### src/hw/lbc_pkg.sv
// package: register map, field positions and reset values of the lcd bias and pixel block
package lbc_pkg;
  localparam int unsigned ADDR_W    = 8;
  localparam int unsigned NUM_COM   = 4;
  localparam int unsigned NUM_SEG   = 24;
  localparam int unsigned NUM_PIX_W = 12;

  // byte offsets
  localparam logic [7:0] OFF_MAIN   = 8'h00;
  localparam logic [7:0] OFF_REF    = 8'h04;
  localparam logic [7:0] OFF_LADDER = 8'h08;
  localparam logic [7:0] OFF_SEGEN  = 8'h0c;
  localparam logic [7:0] OFF_DIR    = 8'h10;
  localparam logic [7:0] OFF_STATUS = 8'h14;
  localparam logic [7:0] OFF_PIX0   = 8'h40;
  localparam logic [7:0] OFF_PIXEND = 8'h70;

  // main control fields
  localparam int unsigned MAIN_MUX_LSB = 0;
  localparam int unsigned MAIN_WFT_BIT = 2;
  localparam int unsigned MAIN_EN_BIT  = 3;
  // reference control fields
  localparam int unsigned REF_CST_LSB  = 0;
  localparam int unsigned REF_IREN_BIT = 3;
  localparam int unsigned REF_SRC_BIT  = 4;
  localparam int unsigned REF_IRI_BIT  = 5;
  localparam int unsigned REF_VPIN_LSB = 8;
  // ladder control fields
  localparam int unsigned LAD_AT_LSB   = 0;

  localparam logic [31:0] MAIN_RST   = 32'h0000_0000;
  localparam logic [31:0] REF_RST    = 32'h0000_0000;
  localparam logic [31:0] LAD_RST    = 32'h0000_0000;
  localparam logic [23:0] SEGEN_RST  = 24'h00_0000;
  localparam logic [27:0] DIR_RST    = 28'hfff_ffff;

  // 32 khz tick from 100 mhz: 100e6/32768 truncates to 3051
  localparam int unsigned CLK_HZ      = 100_000_000;
  localparam int unsigned SLOW_HZ     = 32_768;
  localparam int unsigned SLOW_DIV    = CLK_HZ / SLOW_HZ;
  localparam logic [11:0] SLOW_DIV_M1 = 12'(SLOW_DIV - 1);
  localparam logic [4:0]  TYPEA_LEN_M1 = 5'h0f;
  localparam logic [4:0]  TYPEB_LEN_M1 = 5'h1f;

  localparam logic [1:0] RESP_OKAY   = 2'h0;
  localparam logic [1:0] RESP_SLVERR = 2'h2;
endpackage : lbc_pkg

### src/hw/lbc_top.sv
// lcd bias control, pin ownership and pixel storage with an axi4-lite slave
// What this block does
// [RULE1] a three-bit contrast step field drives a seven-tap ladder, all ones giving the deepest cut of about ten percent.
// [RULE2] while the module is inactive the contrast ladder switch is forced open whatever the step field holds.
// [RULE3] an enabled internal reference takes either the io supply or three times the fixed reference, as software picks.
// [RULE4] with no internal reference selected the contrast circuit is off and bias comes from the external pins.
// [RULE5] while the module is inactive the internal reference is off regardless of its enable.
// [RULE6] with fixed-reference source and auto-off set, the reference buffer is off whenever the ladder is in power mode b.
// [RULE7] the fixed reference enable is raised by the block itself whenever it is needed.
// [RULE8] each of the three external bias pins has its own enable and using them leaves the internal ladder alone.
// [RULE9] the two-bit common count select enables commons 0, 0-1, 0-2 or 0-3.
// [RULE10] an active common pin ignores its direction bit, otherwise the direction bit rules the pin.
// [RULE11] a pin is a segment driver only when its segment enable bit is one, else it keeps its alternate function.
// [RULE12] a set segment enable overrides that pin's direction bit.
// [RULE13] after reset every segment enable bit is cleared so pins are normal io.
// [RULE14] one pixel state bit per common and segment pair sets that pixel dark or clear.
// [RULE15] pixel bits not used by the glass remain ordinary read/write storage.
// [RULE16] each interval the ladder is in power mode a for the count in the a-interval field and in mode b for the rest.
//
// Chosen here: the register offsets and the AXI4-Lite register port.
`timescale 1ns/1ps
module lbc_top
  import lbc_pkg::*;
(
  // clock and reset
  input  wire logic              aclk,
  input  wire logic              aresetn,
  // axi4-lite write
  input  wire logic [ADDR_W-1:0] s_axi_awaddr,
  input  wire logic              s_axi_awvalid,
  output logic                   s_axi_awready,
  input  wire logic [31:0]       s_axi_wdata,
  input  wire logic [3:0]        s_axi_wstrb,
  input  wire logic              s_axi_wvalid,
  output logic                   s_axi_wready,
  output logic [1:0]             s_axi_bresp,
  output logic                   s_axi_bvalid,
  input  wire logic              s_axi_bready,
  // axi4-lite read
  input  wire logic [ADDR_W-1:0] s_axi_araddr,
  input  wire logic              s_axi_arvalid,
  output logic                   s_axi_arready,
  output logic [31:0]            s_axi_rdata,
  output logic [1:0]             s_axi_rresp,
  output logic                   s_axi_rvalid,
  input  wire logic              s_axi_rready,
  // analog control
  output logic [2:0]             contrast_step_field,
  output logic                   contrast_switch_closed,
  output logic                   ref_enable,
  output logic                   ref_src_fvr,
  output logic                   ref_buffer_on,
  output logic                   fixed_voltage_ref_req,
  output logic [2:0]             ext_bias_pins_en,
  output logic                   ladder_mode_a,
  // common and segment pins
  output logic [NUM_COM-1:0]     common_line_active,
  output logic [NUM_SEG-1:0]     segment_line_active,
  output logic [NUM_COM+NUM_SEG-1:0] pin_dir_effective,
  output logic [NUM_COM+NUM_SEG-1:0] pin_lcd_owned,
  output logic [NUM_COM*NUM_SEG-1:0] pixel_dark
);

  logic [31:0] main_reg;
  logic [31:0] ref_reg;
  logic [31:0] ladder_reg;
  logic [NUM_SEG-1:0] seg_en_reg;
  logic [NUM_COM+NUM_SEG-1:0] dir_reg;
  logic [7:0] pixel_state_regs [NUM_PIX_W];

  logic module_active_flag;
  logic waveform_type_bit;
  logic [1:0] common_count_select;
  logic [2:0] ladder_a_interval_field;
  logic ref_buffer_autooff_bit;
  logic int_ref_sel;

  assign module_active_flag      = main_reg[MAIN_EN_BIT];
  assign waveform_type_bit       = main_reg[MAIN_WFT_BIT];
  assign common_count_select     = main_reg[MAIN_MUX_LSB +: 2];
  assign ladder_a_interval_field = ladder_reg[LAD_AT_LSB +: 3];
  assign ref_buffer_autooff_bit  = ref_reg[REF_IRI_BIT];
  assign int_ref_sel             = ref_reg[REF_IREN_BIT];

  // axi write path: address and data latched independently
  logic              aw_held_reg;
  logic              w_held_reg;
  logic [ADDR_W-1:0] aw_addr_reg;
  logic [31:0]       w_data_reg;
  logic [3:0]        w_strb_reg;
  logic              bvalid_reg;
  logic [1:0]        bresp_reg;
  logic              do_write;

  assign s_axi_awready = ~aw_held_reg & ~bvalid_reg;
  assign s_axi_wready  = ~w_held_reg & ~bvalid_reg;
  assign s_axi_bvalid  = bvalid_reg;
  assign s_axi_bresp   = bresp_reg;
  assign do_write      = aw_held_reg & w_held_reg & ~bvalid_reg;

  always_ff @(posedge aclk) begin
    if (!aresetn) begin
      aw_held_reg <= 1'b0;
      aw_addr_reg <= '0;
    end else if (s_axi_awvalid && s_axi_awready) begin
      aw_held_reg <= 1'b1;
      aw_addr_reg <= s_axi_awaddr;
    end else if (do_write) begin
      aw_held_reg <= 1'b0;
    end
  end

  always_ff @(posedge aclk) begin
    if (!aresetn) begin
      w_held_reg <= 1'b0;
      w_data_reg <= '0;
      w_strb_reg <= '0;
    end else if (s_axi_wvalid && s_axi_wready) begin
      w_held_reg <= 1'b1;
      w_data_reg <= s_axi_wdata;
      w_strb_reg <= s_axi_wstrb;
    end else if (do_write) begin
      w_held_reg <= 1'b0;
    end
  end

  function automatic logic is_mapped(input logic [ADDR_W-1:0] a);
    is_mapped = (a == OFF_MAIN) || (a == OFF_REF) || (a == OFF_LADDER) || (a == OFF_SEGEN) ||
                (a == OFF_DIR) || (a == OFF_STATUS) ||
                ((a >= OFF_PIX0) && (a < OFF_PIXEND) && (a[1:0] == 2'h0));
  endfunction : is_mapped

  // byte strobes honoured on every control word
  function automatic logic [31:0] merge(input logic [31:0] old, input logic [31:0] d, input logic [3:0] s);
    merge = old;
    for (int i = 0; i < 4; i++) begin
      if (s[i]) merge[i*8 +: 8] = d[i*8 +: 8];
    end
  endfunction : merge

  always_ff @(posedge aclk) begin
    if (!aresetn) begin
      bvalid_reg <= 1'b0;
      bresp_reg  <= RESP_OKAY;
    end else if (do_write) begin
      bvalid_reg <= 1'b1;
      // status is read only, a write there is refused
      bresp_reg  <= (is_mapped(aw_addr_reg) && aw_addr_reg != OFF_STATUS) ? RESP_OKAY : RESP_SLVERR;
    end else if (s_axi_bready) begin
      bvalid_reg <= 1'b0;
    end
  end

  // register write strobes, one per control word
  logic wr_main;
  logic wr_ref;
  logic wr_lad;
  logic wr_seg;
  logic wr_dir;
  assign wr_main = do_write && aw_addr_reg == OFF_MAIN;
  assign wr_ref  = do_write && aw_addr_reg == OFF_REF;
  assign wr_lad  = do_write && aw_addr_reg == OFF_LADDER;
  assign wr_seg  = do_write && aw_addr_reg == OFF_SEGEN;
  assign wr_dir  = do_write && aw_addr_reg == OFF_DIR;

  always_ff @(posedge aclk) begin
    if (!aresetn) main_reg <= MAIN_RST;
    else if (wr_main) main_reg <= merge(main_reg, w_data_reg, w_strb_reg) & 32'h0000_000f;
  end

  always_ff @(posedge aclk) begin
    if (!aresetn) ref_reg <= REF_RST;
    else if (wr_ref) ref_reg <= merge(ref_reg, w_data_reg, w_strb_reg) & 32'h0000_073f; // RULE8
  end

  always_ff @(posedge aclk) begin
    if (!aresetn) ladder_reg <= LAD_RST;
    else if (wr_lad) ladder_reg <= merge(ladder_reg, w_data_reg, w_strb_reg) & 32'h0000_0007;
  end

  // narrow registers merge as a full word, then keep their own bits
  logic [31:0] seg_merged;
  logic [31:0] dir_merged;
  assign seg_merged = merge({8'h00, seg_en_reg}, w_data_reg, w_strb_reg);
  assign dir_merged = merge({4'h0, dir_reg}, w_data_reg, w_strb_reg);

  always_ff @(posedge aclk) begin
    if (!aresetn) seg_en_reg <= SEGEN_RST; // RULE13
    else if (wr_seg) seg_en_reg <= seg_merged[NUM_SEG-1:0];
  end

  always_ff @(posedge aclk) begin
    if (!aresetn) dir_reg <= DIR_RST;
    else if (wr_dir) dir_reg <= dir_merged[NUM_COM+NUM_SEG-1:0];
  end

  // pixel storage, not reset: behaves as plain ram even where unused
  logic [3:0] pix_idx_w;
  logic       pix_hit_w;
  assign pix_idx_w = 4'(aw_addr_reg[5:2]);
  assign pix_hit_w = (aw_addr_reg >= OFF_PIX0) && (aw_addr_reg < OFF_PIXEND) && (aw_addr_reg[1:0] == 2'h0);
  // only byte 0 of a pixel word holds state
  always_ff @(posedge aclk) begin
    if (do_write && pix_hit_w && w_strb_reg[0]) begin
      pixel_state_regs[pix_idx_w] <= w_data_reg[7:0]; // RULE15
    end
  end

  // 32 khz tick and ladder interval sequencing
  logic [11:0] slow_cnt_reg;
  logic        slow_tick;
  logic [4:0]  phase_reg;
  logic [4:0]  phase_len_m1;
  logic [4:0]  a_count;

  assign slow_tick = (slow_cnt_reg == SLOW_DIV_M1);
  // divider held while inactive so the first interval after enable is whole
  always_ff @(posedge aclk) begin
    if (!aresetn || !module_active_flag || slow_tick) slow_cnt_reg <= '0; // RULE16
    else slow_cnt_reg <= slow_cnt_reg + 12'h001;
  end

  // type b intervals are twice as long, the a count is not doubled
  assign phase_len_m1 = waveform_type_bit ? TYPEB_LEN_M1 : TYPEA_LEN_M1;
  assign a_count      = {2'h0, ladder_a_interval_field};

  always_ff @(posedge aclk) begin
    if (!aresetn || !module_active_flag) phase_reg <= '0;
    else if (slow_tick) phase_reg <= (phase_reg == phase_len_m1) ? 5'h00 : phase_reg + 5'h01;
  end

  assign ladder_mode_a = module_active_flag && (phase_reg < a_count); // RULE16

  // analog control outputs
  assign contrast_step_field    = ref_reg[REF_CST_LSB +: 3]; // RULE1
  assign ref_enable             = int_ref_sel && module_active_flag; // RULE5
  assign ref_src_fvr            = ref_reg[REF_SRC_BIT]; // RULE3
  assign contrast_switch_closed = module_active_flag && int_ref_sel; // RULE2 RULE4
  assign ref_buffer_on          = ref_enable && ref_src_fvr &&
                                  !(ref_buffer_autooff_bit && !ladder_mode_a); // RULE6
  assign fixed_voltage_ref_req  = ref_enable && ref_src_fvr; // RULE7
  assign ext_bias_pins_en       = ref_reg[REF_VPIN_LSB +: 3]; // RULE8

  // pin ownership and pixel mapping
  genvar gc, gs;
  generate
    for (gc = 0; gc < NUM_COM; gc++) begin : g_com
      assign common_line_active[gc] = module_active_flag && (gc <= common_count_select); // RULE9
      assign pin_lcd_owned[gc]      = common_line_active[gc];
      assign pin_dir_effective[gc]  = common_line_active[gc] ? 1'b0 : dir_reg[gc]; // RULE10
      for (gs = 0; gs < NUM_SEG; gs++) begin : g_pix
        assign pixel_dark[gc*NUM_SEG+gs] = pixel_state_regs[gc*3+gs/8][gs%8]; // RULE14
      end
    end
    for (gs = 0; gs < NUM_SEG; gs++) begin : g_seg
      assign segment_line_active[gs]       = seg_en_reg[gs]; // RULE11
      assign pin_lcd_owned[NUM_COM+gs]     = seg_en_reg[gs];
      assign pin_dir_effective[NUM_COM+gs] = seg_en_reg[gs] ? 1'b0 : dir_reg[NUM_COM+gs]; // RULE12
    end
  endgenerate

  // axi read path, one cycle to answer
  logic        rvalid_reg;
  logic [31:0] rdata_reg;
  logic [1:0]  rresp_reg;
  logic [31:0] rd_mux;
  logic [3:0]  pix_idx_r;
  logic [31:0] status_word;

  // status bits mirror the module enable and the live control outputs
  assign status_word   = {26'h0, ladder_mode_a, ref_buffer_on, fixed_voltage_ref_req,
                          ref_enable, contrast_switch_closed, module_active_flag};
  assign s_axi_arready = ~rvalid_reg;
  assign s_axi_rvalid  = rvalid_reg;
  assign s_axi_rdata   = rdata_reg;
  assign s_axi_rresp   = rresp_reg;
  assign pix_idx_r     = 4'(s_axi_araddr[5:2]);

  always_comb begin
    rd_mux = 32'h0000_0000;
    if (s_axi_araddr == OFF_MAIN) rd_mux = main_reg;
    else if (s_axi_araddr == OFF_REF) rd_mux = ref_reg;
    else if (s_axi_araddr == OFF_LADDER) rd_mux = ladder_reg;
    else if (s_axi_araddr == OFF_SEGEN) rd_mux = {8'h00, seg_en_reg};
    else if (s_axi_araddr == OFF_DIR) rd_mux = {4'h0, dir_reg};
    else if (s_axi_araddr == OFF_STATUS) rd_mux = status_word;
    else if (is_mapped(s_axi_araddr)) rd_mux = {24'h00_0000, pixel_state_regs[pix_idx_r]};
  end

  always_ff @(posedge aclk) begin
    if (!aresetn) begin
      rvalid_reg <= 1'b0;
      rdata_reg  <= '0;
      rresp_reg  <= RESP_OKAY;
    end else if (s_axi_arvalid && s_axi_arready) begin
      rvalid_reg <= 1'b1;
      rdata_reg  <= rd_mux;
      rresp_reg  <= is_mapped(s_axi_araddr) ? RESP_OKAY : RESP_SLVERR;
    end else if (s_axi_rready) begin
      rvalid_reg <= 1'b0;
    end
  end

endmodule : lbc_top

### config.mk
export PLATFORM = sky130hd
export DESIGN_NAME = lbc_top
export DESIGN_NICKNAME = d
export VERILOG_FILES = /design/src/hw/lbc_pkg.sv /design/src/hw/lbc_top.sv
export SDC_FILE = /design/constraint.sdc
export NUM_CORES = 1
export LEC_CHECK = 0
export BUFFER_PORTS_ARGS = -buffer_cell sky130_fd_sc_hd__buf_4
export CORE_AREA = 3 3 151 153
export CTS_BUF_LIST = sky130_fd_sc_hd__clkbuf_4 sky130_fd_sc_hd__clkbuf_8 sky130_fd_sc_hd__clkbuf_16
export DETAILED_ROUTE_END_ITERATION = 7
export DIE_AREA = 0 0 154 156
export PLACE_DENSITY_LB_ADDON = 0.3
export SETUP_SLACK_MARGIN = 0.15
export SKIP_LAST_GASP = 1
export SYNTH_ARGS = -nofsm -noshare
export SYNTH_HDL_FRONTEND = slang
export SYNTH_SLANG_ARGS = --single-unit
### constraint.sdc
create_clock -name aclk -period 3.1 [get_ports aclk]
set_input_delay 0.62 -clock aclk [delete_from_list [all_inputs] [get_ports aclk]]
set_output_delay 0.62 -clock aclk [all_outputs]
set_load 0.03 [all_outputs]
# ---- Word-level counts from Yosys, hierarchy flattened
# Memory sizes are Yosys's and may differ from the RTL's.
# Cells that the tools add are included.
dict set report totals {
  latchBits 0
  mem_count 1
  reg_bits 165
  output_inout_bits 233
  in_bits 59
  elab_cells 163
  romBits 0
  ram_bits 96
}
# name words word_bits rd rd_ports_with_merged_regs write_ports line_no
set memory_table {}
lappend memory_table {pixel_state_regs 12 8 13 0 1 lbc_top.sv:69} ;# logic [7:0] pixel_state_regs [NUM_PIX_W];
dict set report op_classes {
  muxes 48
  eq_ne 13
  n_div 0
  n_mul 0
  reduce_logical 60
  n_bitwise 8
  magnitude_cmp 8
  shifts 0
  add_sub_neg 2
}
# operator n
set op_table {}
lappend op_table {{two-way mux 28 bit} 5}
lappend op_table {{two-way mux 1 bit} 37}
lappend op_table {{equality test 8 x 4 -> 1 bit, second input constant} 4}
lappend op_table {{equality test 8 x 5 -> 1 bit, second input constant} 4}
lappend op_table {{logical AND 1 bit} 23}
lappend op_table {{AND reduction 2 bit} 11}
lappend op_table {{equality test 8 x 3 -> 1 bit, second input constant} 2}
lappend op_table {{greater-or-equal comparator 8 x 7 -> 1 bit, second input constant} 2}
lappend op_table {{logical NOT 8 bit} 2}
lappend op_table {{< comparator 8 x 7 -> 1 bit, second input constant} 2}
lappend op_table {{two-way mux 8 bit} 2}
lappend op_table {{logical OR 1 bit} 14}
lappend op_table {{adder 12 x 1 -> 12 bit, second input constant} 1}
lappend op_table {{equality test 12 bit, second input constant} 1}
lappend op_table {{two-way mux 5 bit} 2}
lappend op_table {{inequality test 8 x 5 -> 1 bit, second input constant} 1}
lappend op_table {{nonzero test 2 bit} 4}
lappend op_table {{adder 5 x 1 -> 5 bit, second input constant} 1}
lappend op_table {{equality test 5 bit} 1}
lappend op_table {{< comparator 5 x 3 -> 1 bit} 1}
lappend op_table {{AND 1 bit} 4}
lappend op_table {{less-or-equal comparator 2 bit, first input constant} 2}
lappend op_table {{logical NOT 1 bit} 4}
lappend op_table {{logical NOT 2 bit} 2}
lappend op_table {{3 further kinds} 7}

# ---- Logic depth before layout (Yosys ltp)
dict set report logic_depth {
  ltp_word 14
  mapped_depth 8
  ltp_nobuf 7
}

# ---- Worst setup path after synthesis
# Ideal clock, no wire load.
dict set report synth_path {
  path_kind {register -> output}
  start {reg ladder_reg[2]}
  end {out ref_buffer_on}
  path_slack_ps 707
  stages_incl_launch_ff 6
  t_arrival_ps 1773
  required_ps 2480
  path_buffers 0
  path_cell_list {dfxtp_1 > inv_1 > ha_1 > or4b_4 > a21o_1 > a31oi_1}
}
dict set report synth_between {
  elab_chain_len 6
}
# item line_no
set synth_rtl {}
lappend synth_rtl {{start, declared} lbc_top.sv:66} ;# logic [31:0] ladder_reg;
lappend synth_rtl {{start signal, assigned} lbc_top.sv:178} ;# else if (wr_lad) ladder_reg <= merge(ladder_reg, w_data_reg, w_strb_reg) & 32'h0000_0007;
lappend synth_rtl {{< comparator 5 x 3 -> 1 bit} lbc_top.sv:232} ;# assign ladder_mode_a = module_active_flag && (phase_reg < a_count);
lappend synth_rtl {{logical AND 1 bit} lbc_top.sv:232}
lappend synth_rtl {{logical NOT 1 bit} lbc_top.sv:240} ;# !(ref_buffer_autooff_bit && !ladder_mode_a);
lappend synth_rtl {{logical AND 1 bit} lbc_top.sv:240}
lappend synth_rtl {{logical NOT 1 bit} lbc_top.sv:240}
lappend synth_rtl {{logical AND 1 bit} lbc_top.sv:239} ;# assign ref_buffer_on = ref_enable && ref_src_fvr &&
lappend synth_rtl {{end, declared} lbc_top.sv:52} ;# output logic ref_buffer_on,
# No other way between the ends.

# ---- Worst setup path after layout
# Same ends and word-level chain as after synthesis.

==> impl_summary.log <==
INFO  metric status = complete, no violations
INFO  metric fin_ws = 197 ps
INFO  metric clock_sinks = 283
INFO  metric yosys-top-cells-area = sky130_fd_sc_hd__edfxtp_1, sky130_fd_sc_hd__dfxtp_1, sky130_fd_sc_hd__mux4_2
INFO  metric clock.fmax = 344 MHz
INFO  metric hold_violations = 0
INFO  metric num_vias = 9,299
INFO  metric crit_path_top_delay_cell = sky130_fd_sc_hd__or4b_4
INFO  metric path_delay_family = simple AND/OR/NAND/NOR gates
INFO  metric cp-end-kind = primary output
INFO  metric crit_buf_inv = 2
INFO  metric post_synth_instance_area = 12,000 µm²
INFO  metric drt_drc = 0
INFO  metric antenna-diode-count = 0
INFO  metric clk_pin_slew_worst_paths = 60 ps
INFO  metric clk_root_buffer_cell = sky130_fd_sc_hd__clkbuf_16
INFO  metric placeableCoreArea = 21,700 µm²
INFO  metric tritoncts = built
INFO  metric hp-class = in -> reg
INFO  metric timing.final.crit_period = 2900 ps
INFO  metric vdd.ir_drop.worst = 0.445 mV
INFO  metric cts_inserted_buffers = 29
INFO  metric fillerInstances = 1,604
INFO  metric drt_pre_antenna_iters = 6
INFO  metric max_stage_delay = 490 ps
INFO  metric rsz0062_at_grt = no
INFO  metric dieArea = 24,000 µm²
INFO  metric final.period_utilization = 93.6%
INFO  metric detailedRoute.firstIterationViolations = 699
INFO  metric track_usage = 27.0%
INFO  metric placement.io_buffers = 281
INFO  metric htree_levels = 1
INFO  metric antenna_found_initial = 0
INFO  metric finalWirelength = 34,000 µm
INFO  metric largest_reg_flops = 124
INFO  metric maximum_count_of_clock_buffers_along_a_single_path = 3
INFO  metric vertical_extent_of_the_die = 156 µm
INFO  metric synth_cell_type_count = 67
INFO  metric post_route_cells_drive_above_1_share = 29.7%
INFO  metric viasPerCell = 5.64
INFO  metric detail_route.wl_per_cell = 20.6 µm
INFO  metric place_congestion = 0.965
INFO  metric max_slew.worst_pin.slew = 1080 ps
INFO  metric synth-edff-count = 124
INFO  metric grt_pass1_wl = 51,000 µm
INFO  metric critical_path_class = reg -> out
INFO  metric syn2layout_area_growth = 26.2%
INFO  metric via_count_of_the_first_global_routing_pass = 8,905
INFO  metric worst_setup_path_start_kind = flip-flop
INFO  metric yosys_register_bits = 283
INFO  metric die_w = 154 µm
INFO  metric net-switching-power = 1760 µW
INFO  metric setup_viol = 0
INFO  metric design.final.nets = 1,413
INFO  metric rows = 54
INFO  metric max_flop_register = pixel_state_regs
INFO  metric power.sequential.fraction = 51.8%
INFO  metric p_comb_share = 6.1%
INFO  metric timing.slew.headroom = 27.7%
INFO  metric p_sw_share = 22.5%
INFO  metric synth-seq-area-share = 57.6%
INFO  metric ant_nets = 0
INFO  metric fin_worst_skew = 17.7 ps
INFO  metric leading_cell_types_in_the_layout_fill_and_taps_excluded = sky130_fd_sc_hd__buf_4, sky130_fd_sc_hd__nand2_1, sky130_fd_sc_hd__dfxtp_1
INFO  metric power_per_cell_area = 518 nW/µm²
INFO  metric ctsHoldBuffers = 0
INFO  metric yosysWarningCount = 0
INFO  metric clk_latency = 550 ps
INFO  metric critical_path.cell_chain = inv_1 -> ha_1 -> or4b_4 -> a21o_1 -> a31oi_2 -> buf_4
INFO  metric required = 2480 ps
INFO  metric grt_max_degree = 53
INFO  metric io_pins = 292
INFO  metric finalSetupTns = 0 ps
INFO  metric detailed_placer_s_ending_hpwl = 23,900 µm
INFO  metric globalRouteOverflowTotal = 0
INFO  metric intPower = 6070 µW
INFO  metric critPathMaxFanout = 3
INFO  metric commonest_non_fill_non_tap_cell_in_the_layout = sky130_fd_sc_hd__buf_4
INFO  metric instance_count_of_the_mapped_netlist = 1,079
INFO  metric report.final.slew_viol_count = 0
INFO  metric timing.max_cap.violations = 0
INFO  metric postSynth.topFlopCell = sky130_fd_sc_hd__dfxtp_1
INFO  metric initial_utilization = 55.2%
INFO  metric synth.top_cell.area_share = 31.1%
INFO  metric power.static_leakage = 0.00640 µW
INFO  metric totalPowerFinal = 7830 µW
INFO  metric power.clock.fraction = 42.1%
INFO  metric placement.setup.worst_slack = 606 ps
INFO  metric yosys.area.top_type = sky130_fd_sc_hd__edfxtp_1
INFO  metric timing.critical_path.arrival = 2280 ps
INFO  metric asyncSetResetFlopFracSynth = 0%
INFO  metric syn_area_per_cell = 11.1 µm²
per-stage QoR:
stage               cell area, µm²  hold slack, ps  utilization, %  std cells
floorplan                    12100             431               -       1112
global placement             14200             439            65.5       1598
detailed placement           14200             447            65.5       1598
CTS                          15100             302            69.7       1648
global route                 15100             327            69.7       1648
finish                       15100             317            69.7       1648
synthesized netlist by cell type (4+ instances only):
master                      count
sky130_fd_sc_hd__a22oi_1       25
sky130_fd_sc_hd__a21oi_1       56
sky130_fd_sc_hd__nand4_1        8
sky130_fd_sc_hd__clkbuf_1      42
sky130_fd_sc_hd__a21boi_0       5
sky130_fd_sc_hd__mux2i_1       56
sky130_fd_sc_hd__nand2_1      164
sky130_fd_sc_hd__buf_2         12
sky130_fd_sc_hd__dfxtp_1      159
sky130_fd_sc_hd__nor2b_1       42
sky130_fd_sc_hd__nand3_2        4
sky130_fd_sc_hd__ha_1           5
sky130_fd_sc_hd__nor2_1        95
sky130_fd_sc_hd__edfxtp_1     124
sky130_fd_sc_hd__xnor2_1        5
sky130_fd_sc_hd__nor3_1         6
sky130_fd_sc_hd__nand2b_1       9
sky130_fd_sc_hd__buf_4         46
sky130_fd_sc_hd__and2_1         7
sky130_fd_sc_hd__o21a_1         7
sky130_fd_sc_hd__a31oi_1        8
sky130_fd_sc_hd__inv_1         16
sky130_fd_sc_hd__mux4_2        29
sky130_fd_sc_hd__and4_1         5
sky130_fd_sc_hd__and3_1         8
sky130_fd_sc_hd__nand3_1       42
sky130_fd_sc_hd__a2bb2oi_1     14
sky130_fd_sc_hd__o21ai_0       11
sky130_fd_sc_hd__o221ai_1       4
sky130_fd_sc_hd__xor2_1        10
sky130_fd_sc_hd__a21o_1         4
path summary, 6_finish.rpt:
kind                                      start        endpoint  slack [ps]  cells after the start
worst min-delay path            s_axi_awaddr[0]  aw_addr_reg[0]         320                      3
worst max-delay path              ladder_reg[2]   ref_buffer_on         200                      6
worst min register to register   aw_addr_reg[0]  aw_addr_reg[0]         450                      2
worst max register to register   aw_addr_reg[7]      dir_reg[0]         840                      5
cells by family after synthesis:
group	count (synthesis)	share of synthesized area, %
xor gates and xnor gates	15	1.10
other	1	0.0313
AOI/OAI and AO/OA	159	8.82
buffers and inverters	119	5.29
muxes	88	10.4
DFF	283	57.6
and+or+nand+nor	409	16.2
adders and majority gates	5	0.522
area by class of cell:
cell class                      count  area (µm²)  area share, %
Clock buffer                       39         813           5.38
Clock inverter                     11        83.8          0.554
Multi-Input combinational cell    710        4570           30.2
Sequential cell                   283        6910           45.7
Inverter                           16        60.1          0.397
Tap cell                          280         350           2.32
Timing Repair Buffer              309        2330           15.4
worst register-to-register path: stages (launching register included):
cell,delay (ps)
sky130_fd_sc_hd__dfxtp_1,310
sky130_fd_sc_hd__or3_1,520
sky130_fd_sc_hd__nor4_4,550
sky130_fd_sc_hd__nor2b_1,580
sky130_fd_sc_hd__nand2_1,110
sky130_fd_sc_hd__nand3_1,120
per-layer routing:
metal  track usage [%]  up-vias  wire [µm]
met3              4.77       63       3010
met2              44.4      451      16400
met4              8.87        0       1100
met1              36.8     4471      13500
met5                 0        -          0
li1                  -     4314          -
power groups by stage:
| stage | combinational (µW) | sequential (µW) | clock [µW] |
|---|---|---|---|
| 2_1_floorplan | 307 | 4110 | 0 |
| 3_3_place_gp | 462 | 4130 | 0 |
| 3_5_place_dp | 469 | 4140 | 0 |
| 4_1_cts | 470 | 4060 | 3360 |
| 5_1_grt | 513 | 4060 | 3490 |
| 6_report | 474 | 4060 | 3300 |
what timing repair did:
action / in CTS / in global routing
endpoints found under the setup margin: 1 / 0
gates resized for setup: 1 / 0
buffers inserted: 0 / 0
(Power assumes the default switching activity.)
